`src/inc/blr_pkg.sv`:
```
// constants for the buck4 / ldo1 channel register bank.
// assumes an 8-bit register port and a single 125 MHz system clock.
package blr_pkg;

    // register offsets
    localparam logic [7:0] BLR_OFS_B4_LPM  = 8'h30;
    localparam logic [7:0] BLR_OFS_B4_ACT  = 8'h41;
    localparam logic [7:0] BLR_OFS_B4_HIB  = 8'h42;
    localparam logic [7:0] BLR_OFS_B4_HPM  = 8'h43;
    localparam logic [7:0] BLR_OFS_B4_SEQ  = 8'h44;
    localparam logic [7:0] BLR_OFS_B4_CFG  = 8'h45;
    localparam logic [7:0] BLR_OFS_L1_ACT  = 8'h50;
    localparam logic [7:0] BLR_OFS_STATUS  = 8'h70;
    localparam logic [7:0] BLR_OFS_MASK    = 8'h71;

    // reset values
    localparam logic [7:0] BLR_RST_B4_ACT  = 8'hfd;
    localparam logic [7:0] BLR_RST_B4_LPM  = 8'hbd;
    localparam logic [7:0] BLR_RST_B4_HIB  = 8'hbd;
    localparam logic [7:0] BLR_RST_B4_HPM  = 8'hfd;
    localparam logic [7:0] BLR_RST_B4_SEQ  = 8'h1c;
    localparam logic [7:0] BLR_RST_B4_CFG  = 8'ha0;
    localparam logic       BLR_RST_L1_EN   = 1'b1;
    localparam logic [3:0] BLR_RST_MASK    = 4'h0;

    // per-state setting fields
    localparam int BLR_SET_EN      = 7;
    localparam int BLR_SET_PWM     = 6;
    localparam int BLR_SET_CODE_HI = 5;
    localparam int BLR_SET_CODE_LO = 0;
    localparam logic [7:0] BLR_L1_WMASK = 8'hbf;

    // sequencing fields
    localparam int BLR_SEQ_SSR_HI  = 7;
    localparam int BLR_SEQ_SSR_LO  = 6;
    localparam int BLR_SEQ_STEP_HI = 5;
    localparam int BLR_SEQ_STEP_LO = 4;
    localparam int BLR_SEQ_PART    = 3;
    localparam int BLR_SEQ_DLY_HI  = 2;
    localparam int BLR_SEQ_DLY_LO  = 0;

    // configuration fields
    localparam int BLR_CFG_FMASK   = 7;
    localparam int BLR_CFG_HICCUP  = 6;
    localparam int BLR_CFG_OUTPUT_DISCHARGE_ENABLE   = 5;
    localparam int BLR_CFG_PHASE   = 4;
    localparam int BLR_CFG_RATE_HI = 3;
    localparam int BLR_CFG_RATE_LO = 2;
    localparam int BLR_CFG_REN     = 1;
    localparam int BLR_CFG_REG_OVERRIDE    = 0;

    // status bits
    localparam int BLR_ST_FAULT    = 0;
    localparam int BLR_ST_SHUT     = 1;
    localparam int BLR_ST_RESTART  = 2;
    localparam int BLR_ST_PSTATE   = 3;

    // timing
    localparam int unsigned BLR_CLK_KHZ      = 125000;
    localparam int unsigned BLR_RESTART_MS   = 100;
    localparam int unsigned BLR_RESTART_CYC  = BLR_RESTART_MS * BLR_CLK_KHZ;
    localparam int unsigned BLR_DLY_UNIT_US  = 1;
    localparam int unsigned BLR_DLY_UNIT_CYC =
        BLR_DLY_UNIT_US * BLR_CLK_KHZ / 1000;

    typedef enum logic [1:0] {
        BLR_PS_ACTIVE,
        BLR_PS_LOWPOWER,
        BLR_PS_HIBERNATE,
        BLR_PS_HIGHPERF
    } blr_pstate_t;

endpackage

```
`src/inc/blr_sel_if.sv`:
```
// carrier between the register bank and its power-state selector.
// assumes both ends sit on the same clock; the path is combinational.
interface blr_sel_if;
    import blr_pkg::*;
    blr_pstate_t pstate;
    logic [7:0]  set_act;
    logic [7:0]  set_lpm;
    logic [7:0]  set_hib;
    logic [7:0]  set_hpm;
    logic        sel_en;
    logic        sel_pwm;
    logic [5:0]  sel_code;
    modport regs (output pstate, set_act, set_lpm, set_hib, set_hpm,
                  input  sel_en, sel_pwm, sel_code);
    modport sel  (input  pstate, set_act, set_lpm, set_hib, set_hpm,
                  output sel_en, sel_pwm, sel_code);
endinterface
```
`src/core/blr_regs.sv`:
```
// register bank and control logic of the buck4 channel and ldo1 active set.
// assumes analog pins are asynchronous and the step sequencer shares the
// system clock.
//
// Operation
// - per-state bit 7 enables the regulator in that power state.
// - per-state bit 6 selects forced pwm, else automatic pulse skipping.
// - low six bits give the output voltage code per power state.
// - buck voltage codes reset to the 1.8 V code in every state.
// - ldo1 active voltage code takes its default from the six code pins.
// - sequencing bits 7-6 choose the soft start ramp rate.
// - sequencing bits 5-4 assign the channel a power-up step.
// - without participation, no start at step and flags ignored.
// - three-bit delay from step start to soft start begin.
// - fault mask set keeps a fault off the interrupt pin.
// - hiccup set retries soft start on each short, others stay up.
// - hiccup clear shuts all channels, restarts after 100 ms.
// - configuration bit 5 enables active discharge when turned off.
// - phase bit one switches 180 degrees out of phase.
// - configuration bits 3-2 set the voltage scaling rate.
// - override bit lets the register enable bit switch the channel.
// - under override the mode still follows the per-state bit.
module blr_regs
    import blr_pkg::*;
#(
    parameter int unsigned RESTART_CYCLES = BLR_RESTART_CYC,
    parameter int unsigned DLY_UNIT_CYC   = BLR_DLY_UNIT_CYC
)(
    input  wire logic       i_sys_clk,
    input  wire logic       i_sys_rst,
    input  wire logic [7:0] i_addr,
    input  wire logic [7:0] i_wdata,
    input  wire logic       i_wr,
    input  wire logic       i_rd,
    output logic      [7:0] o_rdata,
    input  wire logic [1:0] i_power_state,
    input  wire logic [5:0] i_ldo1_code_pins,
    input  wire logic       i_buck4_short,
    input  wire logic       i_buck4_ss_done,
    input  wire logic       i_buck4_power_good,
    input  wire logic       i_seq_step_go,
    input  wire logic [1:0] i_seq_step,
    output logic            o_buck4_enable,
    output logic            o_buck4_forced_pwm,
    output logic      [5:0] o_buck4_output_voltage_code,
    output logic      [1:0] o_buck4_soft_start_rate,
    output logic            o_buck4_ss_start,
    output logic            o_buck4_step_ready,
    output logic            o_buck4_output_discharge_enable,
    output logic            o_buck4_phase_shift,
    output logic      [1:0] o_buck4_scaling_rate,
    output logic            o_all_shutdown,
    output logic            o_seq_restart,
    output logic            o_ldo1_enable,
    output logic      [5:0] o_ldo1_output_voltage_code,
    output logic            o_interrupt_out_n,
    output logic            o_irq
);
    localparam int RW = $clog2(RESTART_CYCLES + 1);
    localparam int DW = $clog2(7 * DLY_UNIT_CYC + 2);

    typedef struct packed {
        logic [1:0]    ps_s1;
        logic [1:0]    ps_s2;
        logic [1:0]    ps_prev;
        logic          flt_s1;
        logic          flt_s2;
        logic          flt_prev;
        logic          ssd_s1;
        logic          ssd_s2;
        logic          pok_s1;
        logic          pok_s2;
        logic [5:0]    pin_s1;
        logic [5:0]    pin_s2;
        logic [1:0]    strap_wait;
        logic          strap_done;
        logic [7:0]    set_act;
        logic [7:0]    set_lpm;
        logic [7:0]    set_hib;
        logic [7:0]    set_hpm;
        logic [7:0]    seq;
        logic [7:0]    cfg;
        logic [7:0]    ldo_act;
        logic [3:0]    stat;
        logic [3:0]    mask;
        logic [7:0]    rdata;
        logic          seq_wait;
        logic [DW-1:0] dly_cnt;
        logic          seq_on;
        logic          shut;
        logic [RW-1:0] rst_cnt;
        logic          ss_start;
        logic          restart;
        logic          en;
        logic          pwm;
        logic [5:0]    code;
        logic          step_ready;
        logic          intn;
        logic          irq;
    } blr_state_t;

    blr_state_t r_reg;
    blr_state_t r_next;
    logic [3:0] ev;
    logic [3:0] clr;
    logic       flt_rise;

    blr_sel_if sel_bus ();

    assign sel_bus.pstate  = blr_pstate_t'(r_reg.ps_s2);
    assign sel_bus.set_act = r_reg.set_act;
    assign sel_bus.set_lpm = r_reg.set_lpm;
    assign sel_bus.set_hib = r_reg.set_hib;
    assign sel_bus.set_hpm = r_reg.set_hpm;

    blr_state_sel u_sel (
        .s (sel_bus.sel)
    );

    function automatic logic [DW-1:0] dly_cycles(input logic [2:0] d);
        return DW'(d) * DW'(DLY_UNIT_CYC);
    endfunction

    always_comb begin
        r_next = r_reg;
        ev     = 4'h0;
        clr    = 4'h0;

        // two-stage synchronisers for every asynchronous pin
        r_next.ps_s1   = i_power_state;
        r_next.ps_s2   = r_reg.ps_s1;
        r_next.ps_prev = r_reg.ps_s2;
        r_next.flt_s1  = i_buck4_short;
        r_next.flt_s2  = r_reg.flt_s1;
        r_next.flt_prev = r_reg.flt_s2;
        r_next.ssd_s1  = i_buck4_ss_done;
        r_next.ssd_s2  = r_reg.ssd_s1;
        r_next.pok_s1  = i_buck4_power_good;
        r_next.pok_s2  = r_reg.pok_s1;
        r_next.pin_s1  = i_ldo1_code_pins;
        r_next.pin_s2  = r_reg.pin_s1;
        flt_rise       = r_reg.flt_s2 & ~r_reg.flt_prev;

        r_next.ss_start = 1'b0;
        r_next.restart  = 1'b0;
        r_next.rdata    = 8'h00;

        // the strap is taken once the synchroniser holds post-reset data
        if (r_reg.strap_wait != 2'h3) begin
            r_next.strap_wait = r_reg.strap_wait + 2'h1;
        end else if (!r_reg.strap_done) begin
            r_next.strap_done = 1'b1;
            r_next.ldo_act    = {BLR_RST_L1_EN, 1'b0, r_reg.pin_s2};
        end

        if (i_wr) begin
            case (i_addr)
                BLR_OFS_B4_ACT: r_next.set_act = i_wdata;
                BLR_OFS_B4_LPM: r_next.set_lpm = i_wdata;
                BLR_OFS_B4_HIB: r_next.set_hib = i_wdata;
                BLR_OFS_B4_HPM: r_next.set_hpm = i_wdata;
                BLR_OFS_B4_SEQ: r_next.seq     = i_wdata;
                BLR_OFS_B4_CFG: r_next.cfg     = i_wdata;
                // reserved bit is not stored, so a stray one cannot stick
                BLR_OFS_L1_ACT: r_next.ldo_act = i_wdata & BLR_L1_WMASK;
                BLR_OFS_MASK:   r_next.mask    = i_wdata[3:0];
                default:        r_next.mask    = r_reg.mask;
            endcase
        end

        if (i_rd) begin
            case (i_addr)
                BLR_OFS_B4_ACT: r_next.rdata = r_reg.set_act;
                BLR_OFS_B4_LPM: r_next.rdata = r_reg.set_lpm;
                BLR_OFS_B4_HIB: r_next.rdata = r_reg.set_hib;
                BLR_OFS_B4_HPM: r_next.rdata = r_reg.set_hpm;
                BLR_OFS_B4_SEQ: r_next.rdata = r_reg.seq;
                BLR_OFS_B4_CFG: r_next.rdata = r_reg.cfg;
                BLR_OFS_L1_ACT: r_next.rdata = r_reg.ldo_act;
                BLR_OFS_MASK:   r_next.rdata = {4'h0, r_reg.mask};
                BLR_OFS_STATUS: begin
                    r_next.rdata = {4'h0, r_reg.stat};
                    clr          = r_reg.stat;
                end
                default:        r_next.rdata = 8'h00;
            endcase
        end

        // step start: only a participating channel arms its delay
        if (i_seq_step_go && r_reg.seq[BLR_SEQ_PART] && !r_reg.shut &&
            r_reg.seq[BLR_SEQ_STEP_HI:BLR_SEQ_STEP_LO] == i_seq_step) begin
            r_next.seq_wait = 1'b1;
            r_next.dly_cnt  = dly_cycles(
                r_reg.seq[BLR_SEQ_DLY_HI:BLR_SEQ_DLY_LO]);
        end else if (r_reg.seq_wait) begin
            if (r_reg.dly_cnt == '0) begin
                r_next.seq_wait = 1'b0;
                r_next.seq_on   = 1'b1;
                r_next.ss_start = 1'b1;
            end else begin
                r_next.dly_cnt = r_reg.dly_cnt - DW'(1);
            end
        end

        // short circuit response
        if (flt_rise && !r_reg.shut) begin
            ev[BLR_ST_FAULT] = 1'b1;
            if (r_reg.cfg[BLR_CFG_HICCUP]) begin
                // only this channel retries; no limit on attempts
                r_next.ss_start = r_reg.en;
            end else begin
                r_next.shut     = 1'b1;
                r_next.rst_cnt  = RW'(RESTART_CYCLES - 1);
                r_next.seq_on   = 1'b0;
                r_next.seq_wait = 1'b0;
                ev[BLR_ST_SHUT] = 1'b1;
            end
        end else if (r_reg.shut) begin
            if (r_reg.rst_cnt == '0) begin
                r_next.shut        = 1'b0;
                r_next.restart     = 1'b1;
                ev[BLR_ST_RESTART] = 1'b1;
            end else begin
                r_next.rst_cnt = r_reg.rst_cnt - RW'(1);
            end
        end

        ev[BLR_ST_PSTATE] = r_reg.ps_s2 != r_reg.ps_prev;

        // a new event in the clearing read cycle survives
        r_next.stat = (r_reg.stat & ~clr) | ev;

        // override takes the switch, mode stays with the power state
        if (r_next.shut) begin
            r_next.en = 1'b0;
        end else if (r_reg.cfg[BLR_CFG_REG_OVERRIDE]) begin
            r_next.en = r_reg.cfg[BLR_CFG_REN];
        end else begin
            r_next.en = sel_bus.sel_en & r_next.seq_on;
        end
        r_next.pwm  = sel_bus.sel_pwm;
        r_next.code = sel_bus.sel_code;

        // a non-participating channel never holds the sequencer back
        r_next.step_ready = !r_reg.seq[BLR_SEQ_PART] |
                            (r_reg.seq_on & r_reg.ssd_s2 & r_reg.pok_s2);

        r_next.intn = !(r_next.stat[BLR_ST_FAULT] &
                        !r_reg.cfg[BLR_CFG_FMASK]);
        r_next.irq  = |(r_next.stat & r_reg.mask);
    end

    always_ff @(posedge i_sys_clk) begin
        if (i_sys_rst) begin
            r_reg         <= '0;
            r_reg.set_act <= BLR_RST_B4_ACT;
            r_reg.set_lpm <= BLR_RST_B4_LPM;
            r_reg.set_hib <= BLR_RST_B4_HIB;
            r_reg.set_hpm <= BLR_RST_B4_HPM;
            r_reg.seq     <= BLR_RST_B4_SEQ;
            r_reg.cfg     <= BLR_RST_B4_CFG;
            r_reg.ldo_act <= {BLR_RST_L1_EN, 7'h00};
            r_reg.mask    <= BLR_RST_MASK;
            r_reg.intn    <= 1'b1;
            r_reg.step_ready <= 1'b0;
        end else begin
            r_reg <= r_next;
        end
    end

    assign o_rdata                     = r_reg.rdata;
    assign o_buck4_enable              = r_reg.en;
    assign o_buck4_forced_pwm          = r_reg.pwm;
    assign o_buck4_output_voltage_code = r_reg.code;
    assign o_buck4_soft_start_rate     =
        r_reg.seq[BLR_SEQ_SSR_HI:BLR_SEQ_SSR_LO];
    assign o_buck4_ss_start            = r_reg.ss_start;
    assign o_buck4_step_ready          = r_reg.step_ready;
    // one enables discharge; the opposite reading is not supported
    assign o_buck4_output_discharge_enable =
        r_reg.cfg[BLR_CFG_OUTPUT_DISCHARGE_ENABLE];
    assign o_buck4_phase_shift         = r_reg.cfg[BLR_CFG_PHASE];
    assign o_buck4_scaling_rate        =
        r_reg.cfg[BLR_CFG_RATE_HI:BLR_CFG_RATE_LO];
    assign o_all_shutdown              = r_reg.shut;
    assign o_seq_restart               = r_reg.restart;
    assign o_ldo1_enable               = r_reg.ldo_act[BLR_SET_EN];
    assign o_ldo1_output_voltage_code  =
        r_reg.ldo_act[BLR_SET_CODE_HI:BLR_SET_CODE_LO];
    assign o_interrupt_out_n           = r_reg.intn;
    assign o_irq                       = r_reg.irq;
endmodule

```
`src/core/blr_state_sel.sv`:
```
// picks the per-state setting register that matches the power state.
// assumes the power state is already synchronised by the register bank.
module blr_state_sel
    import blr_pkg::*;
(
    blr_sel_if.sel s
);
    logic [7:0] pick;

    always_comb begin
        case (s.pstate)
            BLR_PS_ACTIVE:    pick = s.set_act;
            BLR_PS_LOWPOWER:  pick = s.set_lpm;
            BLR_PS_HIBERNATE: pick = s.set_hib;
            BLR_PS_HIGHPERF:  pick = s.set_hpm;
            default:          pick = s.set_act;
        endcase
        s.sel_en   = pick[BLR_SET_EN];
        s.sel_pwm  = pick[BLR_SET_PWM];
        s.sel_code = pick[BLR_SET_CODE_HI:BLR_SET_CODE_LO];
    end
endmodule

```
`config.mk`:
```
export PLATFORM = sky130hd
export DESIGN_NAME = blr_regs
export DESIGN_NICKNAME = d
export VERILOG_FILES = /design/src/inc/blr_pkg.sv /design/src/inc/blr_sel_if.sv /design/src/core/blr_regs.sv /design/src/core/blr_state_sel.sv
export SDC_FILE = /design/constraint.sdc
export NUM_CORES = 1
export LEC_CHECK = 0
export BUFFER_PORTS_ARGS = -buffer_cell sky130_fd_sc_hd__buf_2
export CAP_MARGIN = 20
export CELL_PAD_IN_SITES_DETAIL_PLACEMENT = 2
export CELL_PAD_IN_SITES_GLOBAL_PLACEMENT = 2
export CORE_MARGIN = 4
export CORE_UTILIZATION = 37
export DETAILED_ROUTE_END_ITERATION = 16
export PLACE_DENSITY = 0.87
export SYNTH_ARGS = -nofsm -noshare
export SYNTH_HDL_FRONTEND = slang
export SYNTH_SLANG_ARGS = --single-unit
```
`constraint.sdc`:
```
create_clock -name i_sys_clk -period 3.1 [get_ports i_sys_clk]
set_input_delay 0.465 -clock i_sys_clk [delete_from_list [all_inputs] [get_ports i_sys_clk]]
set_output_delay 0.465 -clock i_sys_clk [all_outputs]
set_load 0.02 [all_outputs]
```
==> results by group, run 1 <==
Critical path
  – Reg2Reg Depth: 7
  – Worst-path maximum fanout: 11
  – Critical path data arrival time: 3.20 ns
  – Critical setup path kind: reg2reg
  – Crit. End Element: register
  – CP startpoint kind: register
  – Required time of the critical path: 3.48 ns

Min path
  – Worst hold path type: in2reg
  – Hold Crit Depth: 2

Placed design
  – Routability cong.: 0.819
  – Placed cell count: 1042
  – DP HPWL: 17300 µm
  – PortBufs: 68

GRT
  – Initial antenna violation count: 0
  – GR Util met2: 41.9%
  – Grt total ovfl: 0
  – GR Layer Usage met3: 5.40%
  – GR Util met1: 30.8%
  – Vias in the first global route: 6992
  – Largest net degree at the start of global routing: 64
  – GRT Total Usage: 25.0%
  – Most Used Layer, Global Route: met2
  – Wire length of the first global-routing pass: 41800 µm

Clock tree
  – H-tree levels: 4
  – Postcts setup bufs: 0
  – Num CTS Buffers: 17
  – Clock Path Buffers: 2
  – Worst skew pair latency: 0.43 ns
  – Clock root cell: clkbuf_16
  – Hold buffer count at CTS: 0
  – Clk sinks: 150
  – CTS tree: yes
  – CTS resizes: 0
  – CTS clk-pin slew, worst paths: 0.07 ns

Finish
  – Final Net Count: 878
  – Max FFs per register: 69
  – Ratio of cells with drive above 1 in the final layout: 17.8%
  – Fin cells: 1073
  – Synth-to-layout area growth: 13.8%
  – Antenna Cells: 0
  – Post-layout util: 43.1%

Floorplanning
  – Row count: 50
  – CORE AREA: 18800 µm²
  – Starting Density: 37.9%
  – I/O pin total: 69
  – Die area: 21500 µm²
  – Die Span Y: 147 µm
  – Horiz. Die Dim: 147 µm

Drt
  – DR vias/cell: 6.02
  – Mean routed wirelength per cell: 24.9 µm
  – Drt total wl: 26700 µm
  – Initial DRC count: 486
  – DRC viols: 0
  – 1st-pass router iterations: 5
  – DRT antenna net count: 0
  – Vias: 6461

STA
  – Max_slew headroom: 46.5%
  – Least-Margin Pin Slew: 0.796 ns
  – RSZ-0062 raised after global routing: no
  – Endpoints failing setup: 0
  – Worst hold slack: 0.243 ns
  – Hold Vio Cnt, Final: 0
  – Fin crit period: 2.82 ns
  – Fmax: 354 MHz
  – Slew Viols, Final: 0
  – Final period util: 91.1%
  – Clock Skews: 0.0104 ns
  – Setup_tns: 0 ns

Logic synthesis
  – Cells after Synth: 795
  – Synth Warn #: 0
  – Post-synthesis sequential area ratio: 42.3%
  – Most frequent cell after synthesis: dfxtp_1
  – Post-synth top cells: 150 x dfxtp_1, 98 x nand2_1, 51 x nand3_1
  – Ys async rst share: 0%
  – Ys flop type: dfxtp_1
  – Mapped Nets: 846
  – Syn Area/Cell: 8.94 µm²
  – Synth top area cells: dfxtp_1 42%, nand2_1 5.2%, mux2i_1 4.6%
  – Leading area contributor after synthesis: dfxtp_1
  – Yosys top cell area share: 42.3%
  – Yosys cell types: 66
  – Number of synthesized flops with an enable pin: 0
  – Post-Syn Area: 7110 µm²
  – Number of synthesized register bits: 150

Power
  – Leak Pwr: 3.14 nW
  – Peak VDD IR: 0.382 mV
  – Post-layout power: 4.77 mW
  – Pwr dens: 590 nW/µm²

Outcome
  – Status: complete, no violations

Run
  – Max Cap Violations: 0
==> critical path: stages (launching register included) <==
cell,delay (ns)
dfxtp_1,0.36
inv_1,0.10
ha_1,0.15
nor4b_1,0.55
nand3_1,0.45
o21a_1,0.49
a2111oi_1,0.52
a31o_1,0.16
==> per-layer routing <==
| layer | wire length [µm] | vias to the layer above |
|---|---|---|
| met5 | 0 | - |
| met2 | 13100 | 201 |
| met4 | 1040 | 0 |
| met3 | 1230 | 71 |
| li1 | - | 2914 |
| met1 | 11300 | 3275 |
==> where the power goes <==
group | switching [mW] | leakage (nW) | internal (mW)
Combinational | 0.391 | 1.64 | 0.210
Sequential | 0.0754 | 1.22 | 2.00
Clock | 0.912 | 0.278 | 1.18
Total | 1.38 | 3.14 | 3.39
==> per-stage QoR <==
stage / instance area, µm² / setup WS (ns)
2_1_floorplan: 7110 / 0.685
3_5_place_dp: 7510 / 0.421
4_1_cts: 8090 / 0.272
3_3_place_gp: 7510 / 0.536
5_1_grt: 8090 / 0.0543
6_report: 8090 / 0.276
==> path summary, 6_finish.rpt <==
check / from / slack, ns / end
max: r_reg[13] / 0.28 / r_reg[18]
min: i_power_state[0] / 0.24 / r_next[146]
max reg2reg: r_reg[13] / 0.28 / r_reg[18]
min reg2reg: r_next[137] / 0.44 / r_reg[137]
==> final cells by class <==
type,instances,area (µm²)
Sequential cell,150,3000
Tap cell,234,293
Clock inverter,11,113
Inverter,16,60.1
Multi-Input combinational cell,556,3670
Fill cell,2046,10700
Timing Repair Buffer,86,478
Clock buffer,20,467
==> cell usage in the layout (no fill, tap or decap), types with 18 or more instances in the layout <==
cell | synthesis | routed
buf_4 | 24 | 19
nor2b_1 | 33 | 33
nand3_1 | 51 | 51
nor2_1 | 43 | 43
buf_2 | 3 | 67
nand2_1 | 98 | 98
dfxtp_1 | 150 | 150
a21oi_1 | 44 | 44
mux2i_1 | 33 | 33
nor3_1 | 18 | 18
==> kinds of logic (layout without fill, tap and decap cells) <==
family          Yosys count  after routing  synth area share (%)
fa+ha+maj                17             17                  3.42
mux                      44             44                  7.66
buf+inv                  89            133                  6.13
compound gates          148            148                  14.4
xor+xnor                 14             14                  1.73
simple gates            333            333                  24.4
flops                   150            150                  42.3
Power figures use the tool's default switching activity.
==> inputs of run 2 (changes only) <==
--- a/config.mk
+++ b/config.mk
@@ -13,6 +13,7 @@
 export CORE_UTILIZATION = 37
 export DETAILED_ROUTE_END_ITERATION = 16
 export PLACE_DENSITY = 0.87
+export REMOVE_ABC_BUFFERS = 1
 export SYNTH_ARGS = -nofsm -noshare
 export SYNTH_HDL_FRONTEND = slang
 export SYNTH_SLANG_ARGS = --single-unit
==> run 2 against run 1 <==
Clock-buffer cell count rose by 2. Hold slack worse by 0.0037 ns. Highest routed layer is now met5. Utilization increased by 0.41 points. Die area unchanged.
==> results by group, run 2 (synthesized netlist as in run 1, its figures left out) <==
Outcome
  – Status: complete, no violations (unchanged)

Placed design
  – Routability cong.: 0.817 (was 0.819)
  – Placed cell count: 1043 (was 1042)
  – DP HPWL: 16500 µm (was 17300 µm)
  – PortBufs: 68 (unchanged)

Critical path
  – Critical setup path kind: reg2reg (unchanged)
  – Reg-to-Reg Start: r_reg[13] (unchanged)
  – Required time of the critical path: 3.48 ns (about the same)
  – R2R Setup Slk: 0.32 ns (was 0.28 ns)
  – Critical path data arrival time: 3.15 ns (was 3.20 ns)
  – Critical path startpoint: r_reg[13] (unchanged)
  – Reg2Reg Depth: 7 (unchanged)
  – Crit. End Element: register (unchanged)
  – Worst-path maximum fanout: 11 (unchanged)
  – CP startpoint kind: register (unchanged)
  – R2r endpoint: r_reg[18] (unchanged)

GRT
  – Vias in the first global route: 6839 (was 6992)
  – Largest net degree at the start of global routing: 52 (was 64)
  – Grt total ovfl: 0 (unchanged)
  – GR Util met1: 28.8% (was 30.8%)
  – Wire length of the first global-routing pass: 39100 µm (was 41800 µm)
  – Most Used Layer, Global Route: met2 (unchanged)
  – Initial antenna violation count: 2 (was 0)
  – GR Util met2: 39.5% (was 41.9%)
  – GRT Total Usage: 23.1% (was 25.0%)
  – GR Layer Usage met3: 5.12% (was 5.40%)

Floorplanning
  – Horiz. Die Dim: 147 µm (unchanged)
  – CORE AREA: 18800 µm² (unchanged)
  – Row count: 50 (unchanged)
  – Die area: 21500 µm² (unchanged)
  – Starting Density: 37.9% (unchanged)
  – I/O pin total: 69 (unchanged)
  – Die Span Y: 147 µm (unchanged)

Finish
  – Synth-to-layout area growth: 14.9% (was 13.8%)
  – Fin cells: 1075 (was 1073)
  – Ratio of cells with drive above 1 in the final layout: 17.7% (was 17.8%)
  – Most common cell after layout, fill and taps aside: dfxtp_1 (unchanged)
  – Final Net Count: 879 (was 878)
  – Antenna Cells: 0 (unchanged)
  – Max FFs per register: 69 (unchanged)
  – Most frequent cells in the layout: 150 x dfxtp_1, 98 x nand2_1, 67 x buf_2, 51 x nand3_1, 44 x a21oi_1 (unchanged)

Power
  – Peak VDD IR: 0.385 mV (was 0.382 mV)
  – Pwr dens: 608 nW/µm² (was 590 nW/µm²)
  – Leak Pwr: 3.18 nW (was 3.14 nW)

Drt
  – Initial DRC count: 421 (was 486)
  – Drt total wl: 24500 µm (was 26700 µm)
  – DRC viols: 0 (unchanged)
  – DRT antenna net count: 0 (unchanged)
  – 1st-pass router iterations: 5 (unchanged)
  – DR vias/cell: 5.86 (was 6.02)
  – Vias: 6299 (was 6461)
  – Mean routed wirelength per cell: 22.7 µm (was 24.9 µm)

Clock tree
  – Worst skew pair latency: 0.44 ns (was 0.43 ns)
  – Clock root cell: clkbuf_16 (unchanged)
  – CTS clk-pin slew, worst paths: 0.06 ns (was 0.07 ns)
  – H-tree levels: 4 (unchanged)
  – Clk sinks: 150 (unchanged)
  – Num CTS Buffers: 17 (unchanged)
  – Clock Path Buffers: 2 (unchanged)
  – CTS tree: yes (unchanged)

STA
  – Setup_tns: 0 ns (unchanged)
  – Slew Viols, Final: 0 (unchanged)
  – Hold Vio Cnt, Final: 0 (unchanged)
  – Fmax: 360 MHz (was 354 MHz)
  – Max_slew headroom: 34.3% (was 46.5%)
  – Clock Skews: 0.00912 ns (was 0.0104 ns)
  – Final period util: 89.6% (was 91.1%)
  – Least-Margin Pin Slew: 0.971 ns (was 0.796 ns)
  – RSZ-0062 raised after global routing: no (unchanged)
  – Fin crit period: 2.78 ns (was 2.82 ns)
  – Endpoints failing setup: 0 (unchanged)

Min path
  – Hold Crit Start: i_ldo1_code_pins[1] (was i_power_state[0])
  – Worst hold path type: in2reg (unchanged)
  – Hold Crit Depth: 2 (unchanged)
  – Worst Hold Endpoint: r_next[126] (was r_next[146])

Run
  – Max Cap Violations: 0 (unchanged)
[run 2: cell count changes in the layout (fill, tap and decap cells not counted)]
cell	delta
clkinvlp_4	-1
bufinv_16	+3
clkbuf_1	+2
o21ai_4	+1
inv_6	-2
buf_4	+1
inv_8	-1
o21ai_2	-1
[run 2: layout make-up]
type,instances,area [µm²]
Clock inverter,10,166
Sequential cell,150,3000
Tap cell,234,293
Inverter,16,60.1
Clock buffer,22,474
Timing Repair Buffer,87,485
Multi-Input combinational cell,556,3680
Fill cell,2060,10600
[run 2: worst max-delay path: stages (launching register included)]
cell       delay (ns)
dfxtp_1          0.36
inv_1            0.10
ha_1             0.15
nor4b_1          0.63
nand3_1          0.45
o21a_1           0.47
a2111oi_1        0.40
a31o_1           0.15
[run 2: what timing repair did]
action | 4_1_cts | 5_1_grt
setup buffers | 0 | 0
resized for setup | 0 | 1
endpoints found under the setup margin | 0 | 1
hold buffers | 0 | 0
[run 2: routing by layer]
layer  routed length, µm  part of all wire (%)
met3                1260                   5.2
met2               12100                    50
met4                 656                   2.7
met5                  21                 0.086
met1               10400                    43
[run 2: how the worst max path moves through the flow]
stage          slack, ns                 end
2_1_floorplan       0.43  sel_bus.set_act[0]
3_3_place_gp        0.55           r_reg[46]
3_5_place_dp        0.42           r_reg[17]
4_1_cts             0.31           r_reg[17]
5_1_grt            0.003           r_reg[18]
6_report            0.32           r_reg[18]
[run 2: through the flow]
stage / utilization (%) / hold slack, ns / instance area (µm²) / total power, mW / setup slack, ns
6_report: 43.5 / 0.239 / 8160 / 4.96 / 0.323
5_1_grt: 43.5 / 0.229 / 8160 / 5.18 / 0.00292
4_1_cts: 43.5 / 0.226 / 8160 / 5.00 / 0.312
3_5_place_dp: 40.0 / 0.432 / 7510 / 2.70 / 0.422
3_3_place_gp: 40.0 / 0.415 / 7510 / 2.67 / 0.551
2_1_floorplan: - / 0.414 / 6730 / 2.46 / 0.430
[run 2: power by group]
group          switching, mW  internal, mW
Sequential            0.0738          2.00
Clock                  0.862          1.42
Combinational          0.391         0.216
Total                   1.33          3.63
